File: config.mk
export PLATFORM = sky130hd
export DESIGN_NAME = qirq_top
export DESIGN_NICKNAME = d
export VERILOG_FILES = /design/src/qirq_pkg.sv /design/src/qirq_top.sv /design/src/qirq_sync.sv /design/src/qirq_dma_req.sv
export VERILOG_INCLUDE_DIRS = /design/src
export SDC_FILE = /design/constraint.sdc
export NUM_CORES = 1
export LEC_CHECK = 0
export BUFFER_PORTS_ARGS = -buffer_cell sky130_fd_sc_hd__buf_2
export CAP_MARGIN = 10
export CELL_PAD_IN_SITES_DETAIL_PLACEMENT = 1
export CELL_PAD_IN_SITES_GLOBAL_PLACEMENT = 1
export CORE_MARGIN = 2
export CORE_UTILIZATION = 35
export DETAILED_ROUTE_END_ITERATION = 8
export HOLD_SLACK_MARGIN = 0.02
export MAX_ROUTING_LAYER = met4
export PLACE_DENSITY_LB_ADDON = 0.1
export SLEW_MARGIN = 5
export SYNTH_ARGS = -nofsm -noshare
export SYNTH_HDL_FRONTEND = slang
export SYNTH_HIERARCHICAL = 1
export SYNTH_SLANG_ARGS = --single-unit
File: constraint.sdc
create_clock -name clk -period 1.98 [get_ports clk]
set_input_delay 0.099 -clock clk [delete_from_list [all_inputs] [get_ports clk]]
set_output_delay 0.099 -clock clk [all_outputs]
set_load 0.01 [all_outputs]
File: src/qirq_regs.svh
// Constants for the quad UART interrupt and ready-status pin logic.
`ifndef QIRQ_REGS_SVH
`define QIRQ_REGS_SVH

// ============================================================
// Geometry
`define QIRQ_NUM_CHAN 4
`define QIRQ_STATUS_WIDTH 8

// ============================================================
// Status byte field positions
`define QIRQ_STATUS_TX_LSB 0
`define QIRQ_STATUS_RX_LSB 4

// ============================================================
// Mode register bit positions (per channel)
`define QIRQ_MODE_IRQ_EN_BIT 3
`define QIRQ_DMA_MODE_TX_BIT 2
`define QIRQ_DMA_MODE_RX_BIT 3

// ============================================================
// Reset values
`define QIRQ_IRQ_EN_RESET 4'h0
`define QIRQ_DMA_EN_RESET 4'h0

`endif

File: src/qirq_pkg.sv
// Types for the quad UART interrupt and ready-status pin logic.
package qirq_pkg;

    typedef enum logic {
        QIRQ_BUS_RW_LINE,
        QIRQ_BUS_STROBE
    } qirq_bus_e;

    typedef logic [3:0] qirq_chan_t;

endpackage

File: src/qirq_top.sv
// Interrupt pin steering and ready/status outputs of a four-channel UART.
`timescale 1ns/1ps
`default_nettype none
`include "qirq_regs.svh"

// Behaviour
// - Strobe mode uses channel D select as active-low enable; other mode ignores it.
// - Read/write-line mode: channel A pin is shared active-low open-drain interrupt.
// - Read/write-line mode: channel B, C, D interrupt outputs held at logic zero.
// - Strobe mode: override input high enables all interrupt outputs regardless of bit.
// - Each channel drives active-low transmitter-ready from its transmit FIFO state.
// - With DMA enabled, transmitter-ready output becomes transmit DMA request.
// - Each channel drives active-low receiver-ready from its receive FIFO state.
// - With DMA enabled, receiver-ready output becomes receive DMA request.
// - Combined transmitter-ready is the wired-OR of the four channel signals.
// - Combined receiver-ready is the wired-OR of the four channel signals.
// - Status select low puts the FIFO status byte on the data bus.
// - Status byte: inverted tx-ready A-D on bits 0-3, rx-ready A-D on 4-7.
// - Transmit DMA request holds high until terminal count pulses or FIFO passes trigger.
// - Receive DMA request holds high until terminal count pulses or FIFO empties.
module qirq_top
    import qirq_pkg::*;
#(
    parameter int NUM_CHAN = `QIRQ_NUM_CHAN
) (
    // Clock and reset
    input wire logic clk,
    input wire logic resetn,
    input wire logic clk_en,
    // Bus-style and select pins
    input wire logic bus_strobe_select,
    input wire logic channel_d_select_n,
    input wire logic irq_output_override,
    input wire logic fifo_status_select_n,
    // Channel interrupt requests and mode bits
    input wire logic [NUM_CHAN-1:0] chan_irq_pending,
    input wire logic [NUM_CHAN-1:0] irq_output_enable_bit,
    input wire logic [NUM_CHAN-1:0] tx_dma_enable,
    input wire logic [NUM_CHAN-1:0] rx_dma_enable,
    // FIFO conditions from the channel logic
    input wire logic [NUM_CHAN-1:0] tx_space_ready,
    input wire logic [NUM_CHAN-1:0] tx_above_trigger,
    input wire logic [NUM_CHAN-1:0] rx_data_ready,
    input wire logic [NUM_CHAN-1:0] rx_fifo_empty,
    input wire logic dma_terminal_count,
    // Interrupt pins
    output logic channel_a_irq,
    output logic channel_a_irq_oe,
    output logic channel_b_irq,
    output logic channel_b_irq_oe,
    output logic channel_c_irq,
    output logic channel_c_irq_oe,
    output logic channel_d_irq,
    output logic channel_d_irq_oe,
    output logic channel_d_enabled,
    // Ready and DMA pins
    output logic [NUM_CHAN-1:0] chan_tx_ready_n,
    output logic [NUM_CHAN-1:0] chan_rx_ready_n,
    output logic combined_tx_ready_n,
    output logic combined_rx_ready_n,
    // Status byte onto the data bus
    output logic [`QIRQ_STATUS_WIDTH-1:0] data_out,
    output logic data_out_oe
);

    // ============================================================
    // Synchronised pins

    localparam int PIN_W = 4;
    logic [PIN_W-1:0] pins_raw;
    logic [PIN_W-1:0] pins_sync;
    logic term_sync;

    // Pull-ups and pull-downs set the idle reset values.
    assign pins_raw = {bus_strobe_select, channel_d_select_n, irq_output_override, fifo_status_select_n};

    qirq_sync #(
        .WIDTH(PIN_W),
        .RESET_VALUE(4'hD)
    ) u_pin_sync (
        .clk(clk),
        .resetn(resetn),
        .clk_en(clk_en),
        .async_in(pins_raw),
        .sync_out(pins_sync)
    );

    qirq_sync #(
        .WIDTH(1),
        .RESET_VALUE(1'b0)
    ) u_term_sync (
        .clk(clk),
        .resetn(resetn),
        .clk_en(clk_en),
        .async_in(dma_terminal_count),
        .sync_out(term_sync)
    );

    qirq_bus_e bus_style;
    logic chd_sel_n_s;
    logic override_s;
    logic fsel_n_s;

    always_comb begin
        bus_style = pins_sync[3] ? QIRQ_BUS_STROBE : QIRQ_BUS_RW_LINE;
        chd_sel_n_s = pins_sync[2];
        override_s = pins_sync[1];
        fsel_n_s = pins_sync[0];
    end

    // ============================================================
    // Registered state

    typedef struct packed {
        logic [NUM_CHAN-1:0] irq_lvl;
        logic [NUM_CHAN-1:0] irq_oe;
        logic chd_en;
        logic [NUM_CHAN-1:0] tx_rdy_n;
        logic [NUM_CHAN-1:0] rx_rdy_n;
        logic tx_all_n;
        logic rx_all_n;
        logic [`QIRQ_STATUS_WIDTH-1:0] status;
        logic status_oe;
    } qirq_top_s;

    qirq_top_s state;
    qirq_top_s next_state;

    logic [NUM_CHAN-1:0] tx_dma_req;
    logic [NUM_CHAN-1:0] rx_dma_req;

    // ============================================================
    // Per-channel DMA request latches

    genvar gi;
    generate
        for (gi = 0; gi < NUM_CHAN; gi++) begin : g_chan
            qirq_dma_req u_tx_dma (
                .clk(clk),
                .resetn(resetn),
                .clk_en(clk_en),
                .dma_enable(tx_dma_enable[gi]),
                .request_cond(tx_space_ready[gi]),
                .stop_cond(tx_above_trigger[gi]),
                .terminal_count(term_sync),
                .dma_request(tx_dma_req[gi])
            );
            qirq_dma_req u_rx_dma (
                .clk(clk),
                .resetn(resetn),
                .clk_en(clk_en),
                .dma_enable(rx_dma_enable[gi]),
                .request_cond(rx_data_ready[gi]),
                .stop_cond(rx_fifo_empty[gi]),
                .terminal_count(term_sync),
                .dma_request(rx_dma_req[gi])
            );
        end
    endgenerate

    // ============================================================
    // Next-state logic

    logic [NUM_CHAN-1:0] tx_n;
    logic [NUM_CHAN-1:0] rx_n;

    always_comb begin
        next_state = state;
        tx_n = '0;
        rx_n = '0;
        if (clk_en) begin
            for (int i = 0; i < NUM_CHAN; i++) begin
                // DMA mode drives the pin high as an active-high request.
                tx_n[i] = tx_dma_enable[i] ? tx_dma_req[i] : !tx_space_ready[i];
                rx_n[i] = rx_dma_enable[i] ? rx_dma_req[i] : !rx_data_ready[i];
            end
            next_state.tx_rdy_n = tx_n;
            next_state.rx_rdy_n = rx_n;
            // Active-low wired-OR: low when any channel is ready.
            next_state.tx_all_n = &tx_n;
            next_state.rx_all_n = &rx_n;
            for (int i = 0; i < NUM_CHAN; i++) begin
                next_state.status[`QIRQ_STATUS_TX_LSB + i] = !tx_n[i];
                next_state.status[`QIRQ_STATUS_RX_LSB + i] = rx_n[i];
            end
            next_state.status_oe = !fsel_n_s;

            if (bus_style == QIRQ_BUS_STROBE) begin
                next_state.chd_en = !chd_sel_n_s;
                for (int i = 0; i < NUM_CHAN; i++) begin
                    next_state.irq_lvl[i] = chan_irq_pending[i];
                    next_state.irq_oe[i] = irq_output_enable_bit[i] || override_s;
                end
            end else begin
                // Override is assumed low here by the board.
                next_state.chd_en = 1'b0;
                next_state.irq_lvl = '0;
                next_state.irq_oe = {{(NUM_CHAN-1){1'b1}}, 1'b0};
                // Open drain: only pull low while any channel requests.
                next_state.irq_oe[0] = |chan_irq_pending;
            end
        end
    end

    always_ff @(posedge clk or negedge resetn) begin
        if (!resetn) begin
            state <= '0;
            state.tx_rdy_n <= '1;
            state.rx_rdy_n <= '1;
            state.tx_all_n <= 1'b1;
            state.rx_all_n <= 1'b1;
        end else begin
            state <= next_state;
        end
    end

    // ============================================================
    // Outputs

    assign channel_a_irq = state.irq_lvl[0];
    assign channel_a_irq_oe = state.irq_oe[0];
    assign channel_b_irq = state.irq_lvl[1];
    assign channel_b_irq_oe = state.irq_oe[1];
    assign channel_c_irq = state.irq_lvl[2];
    assign channel_c_irq_oe = state.irq_oe[2];
    assign channel_d_irq = state.irq_lvl[3];
    assign channel_d_irq_oe = state.irq_oe[3];
    assign channel_d_enabled = state.chd_en;
    assign chan_tx_ready_n = state.tx_rdy_n;
    assign chan_rx_ready_n = state.rx_rdy_n;
    assign combined_tx_ready_n = state.tx_all_n;
    assign combined_rx_ready_n = state.rx_all_n;
    assign data_out = state.status;
    assign data_out_oe = state.status_oe;

endmodule // qirq_top

`default_nettype wire

File: src/qirq_sync.sv
// Two-flop synchroniser bank for asynchronous pin inputs.
`timescale 1ns/1ps
`default_nettype none

module qirq_sync
    import qirq_pkg::*;
#(
    parameter int WIDTH = 1,
    parameter logic [WIDTH-1:0] RESET_VALUE = '0
) (
    // Clock and reset
    input wire logic clk,
    input wire logic resetn,
    input wire logic clk_en,
    // Data
    input wire logic [WIDTH-1:0] async_in,
    output logic [WIDTH-1:0] sync_out
);

    typedef struct packed {
        logic [WIDTH-1:0] stage1;
        logic [WIDTH-1:0] stage2;
    } qirq_sync_s;

    qirq_sync_s state;
    qirq_sync_s next_state;

    always_comb begin
        next_state = state;
        if (clk_en) begin
            next_state.stage1 = async_in;
            next_state.stage2 = state.stage1;
        end
    end

    always_ff @(posedge clk or negedge resetn) begin
        if (!resetn) begin
            state <= {RESET_VALUE, RESET_VALUE};
        end else begin
            state <= next_state;
        end
    end

    assign sync_out = state.stage2;

endmodule // qirq_sync

`default_nettype wire

File: src/qirq_dma_req.sv
// One channel's DMA request latch, ended by terminal count or FIFO level.
`timescale 1ns/1ps
`default_nettype none

module qirq_dma_req
    import qirq_pkg::*;
(
    // Clock and reset
    input wire logic clk,
    input wire logic resetn,
    input wire logic clk_en,
    // Control
    input wire logic dma_enable,
    input wire logic request_cond,
    input wire logic stop_cond,
    input wire logic terminal_count,
    // Result
    output logic dma_request
);

    typedef struct packed {
        logic req;
        logic term_prev;
    } qirq_dma_s;

    qirq_dma_s state;
    qirq_dma_s next_state;
    logic term_pulse;

    // The request is dropped on the terminal count rising edge and only
    // re-armed after the terminal count has fallen again, so one count ends one burst.
    always_comb begin
        next_state = state;
        term_pulse = terminal_count && !state.term_prev;
        if (clk_en) begin
            next_state.term_prev = terminal_count;
            if (!dma_enable) begin
                next_state.req = 1'b0;
            end else if (term_pulse || stop_cond) begin
                next_state.req = 1'b0;
            end else if (request_cond && !state.req && !state.term_prev) begin
                next_state.req = 1'b1;
            end
        end
    end

    always_ff @(posedge clk or negedge resetn) begin
        if (!resetn) begin
            state <= '0;
        end else begin
            state <= next_state;
        end
    end

    assign dma_request = state.req;

endmodule // qirq_dma_req

`default_nettype wire

==> results.ini <==
[run_status]
status = completed

[power_and_ir_drop]
p_int_mw = 2.05
ir_drop_v = 0.000294
power.static_leakage_nw = 1.47
p_seq_share_pct = 49.6
p_switching_mw = 0.685
p_comb_share_pct = 17.4
power_density_mw_per_mm2 = 865
clock_power_share_pct = 33.0
swShare_pct = 25.1

[critical_path]
cp_cell_sequence = and2b_1 > o41ai_2
criticalPathCategory = reg2reg
timing.critical_path.buf_inv = 0
startpoint_type = flip-flop
r2r_setup_slack_ns = 0.75
arrival_ns = 1.44
max_stage_delay_ns = 0.58
slowest_stage = dfrtp_1
startpoint = u_term_sync/sync_out
path_delay_family = flip-flops
crit_path_end_kind = flip-flop
crit_fanout = 17
required_ns = 2.19
r2r-start = u_term_sync/sync_out

[clocking]
cts_setup_buffers = 0
cts.sinks = 54
insertion_delay_ns = 0.31
cts_hold_buffers = 6
h-tree-depth = 2
cts_root_buffer = clkbuf_8
numCtsBuffers = 5
clk_pin_slew_worst_paths_ns = 0.10
cts_tree = done
clockBufferDepth = 2
ctsResizeCount = 0

[route]
first_pass_iters = 4
detail_route.vias_per_cell = 4.74
postRouteAntennaNets = 0
avgRoutedWirePerCell_um = 13.3
totalWireLength_um = 5120
dr.first_iter.drc_count = 52
drcViolationCount = 0
num_vias = 1822

[place]
place_ws_ns = 0.638
placedCellCount = 370
placed_area_mm2 = 0.00295
port_buffers = 67
gp_congestion = 0.753
dp_hpwl_um = 3760

[run]
cap_violations = 0

[timing]
finClkSkew_ns = 0.0135
fin_ws_ns = 0.752
finalSetupViolCount = 0
tns_ns = 0
worstMarginPinSlew_ns = 0.510
rsz0062_at_grt = no
hold_violations = 0
fin_crit_ns = 1.23
fmax_mhz = 815
period_share_pct = 62.0
slew_headroom_pct = 66.0
drv_slew = 0

[global_route]
overflow = 0
grt_pass1_vias = 1794
grt_pass1_wl_um = 8510
grt_use_total_pct = 14.2
grt_max_degree = 43
antenna_found_initial = 0

[die]
core.rowCount = 30
coreArea_mm2 = 0.00687
die_y_um = 88.6
io_pins = 68
dieArea_mm2 = 0.00785
dieWidth_um = 88.6
start_util_pct = 36.4

[finish]
syn2layout_area_growth_pct = 26.0
nNetsFinal = 327
fin_area_mm2 = 0.00315
seqCellArea_mm2 = 0.00137
fill_cells = 758
multi_input_area_mm2 = 0.00103
drive_above_1_share_pct = 39.6
final_util_pct = 45.9
stdcell_count = 384
n_antenna_cell = 0

[yosys]
synthesis.nets = 253
seq_area_frac_synth_pct = 54.8
synth.avg_cell_area_um2 = 11.8
syn-instance-count = 213
ys_seq_elements = 54
yosys_warnings = 6
ys_types = 32
synthesis.area_mm2 = 0.00250

[worst_hold_path]
hold_class = in2reg
holdCritStartpoint = chan_irq_pending[0]

==> synthesized netlist by cell type (all sizes together) <==
master,count,share of area (%)
a21oi,12,2.4
nand4,1,0.25
nor2b,9,2.2
mux2,18,9.3
a211o,1,0.35
or2,2,0.50
nand3,9,1.8
o21ai,13,2.6
dfstp,16,17
buf,7,2.0
nand2b,23,5.7
nand3b,1,0.30
nor2,7,1.0
o21a,12,3.6
o221ai,1,0.35
or4,1,0.30
a41o,1,0.40
nand2,7,1.0
clkbuf,3,0.45
inv,11,1.6
o211ai,2,0.60
a22oi,1,0.30
and2b,8,2.4
o41ai,9,5.5
dfrtp,38,38
==> worst min-delay path: stages <==
cell and delay, ns:
buf_2 0.11, nand3_1 0.06, o21ai_1 0.05
==> power by group through the flow <==
stage               sequential (mW)  combinational [mW]  clock (mW)
floorplan                      1.38               0.280           0
global placement               1.38               0.468           0
global route                   1.38               0.534       0.976
CTS                            1.36               0.488       0.938
finish                         1.35               0.475       0.902
detailed placement             1.38               0.475           0
==> path summary, 6_finish.rpt <==
path                                                  endpoint  cells after the start
worst max-delay path            g_chan[0].u_tx_dma/dma_request                      2
worst min-delay path                             channel_a_irq                      3
worst max register to register  g_chan[0].u_tx_dma/dma_request                      2
worst min register to register              chan_tx_ready_n[1]                      2
max in group asynchronous                  combined_tx_ready_n                      3
min in group asynchronous                          data_out[6]                      2
==> logic make-up after synthesis <==
family | share of synthesized area [%]
buffers and inverters | 4.15
DFF | 54.8
AOI/OAI and AO/OA | 16.1
and+or+nand+nor | 15.6
muxes | 9.30
==> stage by stage <==
stage / power (mW) / hold WS [ns]
2_1_floorplan: 1.66 / -0.197
3_3_place_gp: 1.84 / 0.0648
3_5_place_dp: 1.85 / 0.0618
4_1_cts: 2.78 / 0.0336
5_1_grt: 2.89 / 0.0363
6_report: 2.73 / 0.0347
==> cells in the final DEF (no fill, tap or decap), types with 2 or more instances in the layout <==
cell / netlist / layout
or2_1: 2 / 2
nand2b_1: 23 / 23
a21oi_1: 12 / 12
o21ai_1: 11 / 11
nand3_1: 9 / 9
dlygate4sd3_1: 0 / 6
nor2_1: 7 / 7
nand2_1: 7 / 7
o41ai_2: 8 / 8
nor2b_1: 9 / 9
clkbuf_8: 0 / 6
dfstp_2: 16 / 16
o21ai_0: 2 / 2
inv_1: 10 / 10
buf_12: 0 / 2
mux2_1: 8 / 8
o21a_1: 12 / 12
o211ai_1: 2 / 2
buf_2: 2 / 67
mux2_4: 8 / 8
and2b_1: 8 / 8
mux2_2: 2 / 2
buf_4: 4 / 2
dfrtp_1: 38 / 38
bufinv_16: 0 / 2
==> final cells by class <==
| type | instances | share of cell area [%] |
|---|---|---|
| Clock buffer | 6 | 2.62 |
| Clock inverter | 2 | 1.90 |
| Inverter | 11 | 1.31 |
| Multi-Input combinational cell | 138 | 32.6 |
| Sequential cell | 54 | 43.5 |
| Tap cell | 96 | 3.81 |
| Timing Repair Buffer | 77 | 14.3 |
==> flip-flops by register name (all words and copies together) (netlist names), 4 cells and up <==
signal and flops:
chan_tx_ready_n 4, chan_rx_ready_n 4, u_pin_sync/sync_out 4, data_out 8
g_chan.u_rx_dma/dma_request 4, g_chan.u_rx_dma/state 4, g_chan.u_tx_dma/state 4, u_pin_sync/state 4
g_chan.u_tx_dma/dma_request 4
==> layer usage <==
layer | wire (um) | up-vias | share of wire [%] | track usage (%)
li1 | - | 881 | - | -
met1 | 2570 | 894 | 50 | 19.5
met4 | 40 | 0 | 0.78 | 3.72
met2 | 2300 | 43 | 45 | 21.5
met3 | 211 | 4 | 4.1 | 3.17
met5 | 0 | - | 0 | -
Power figures use the tool's default switching activity.
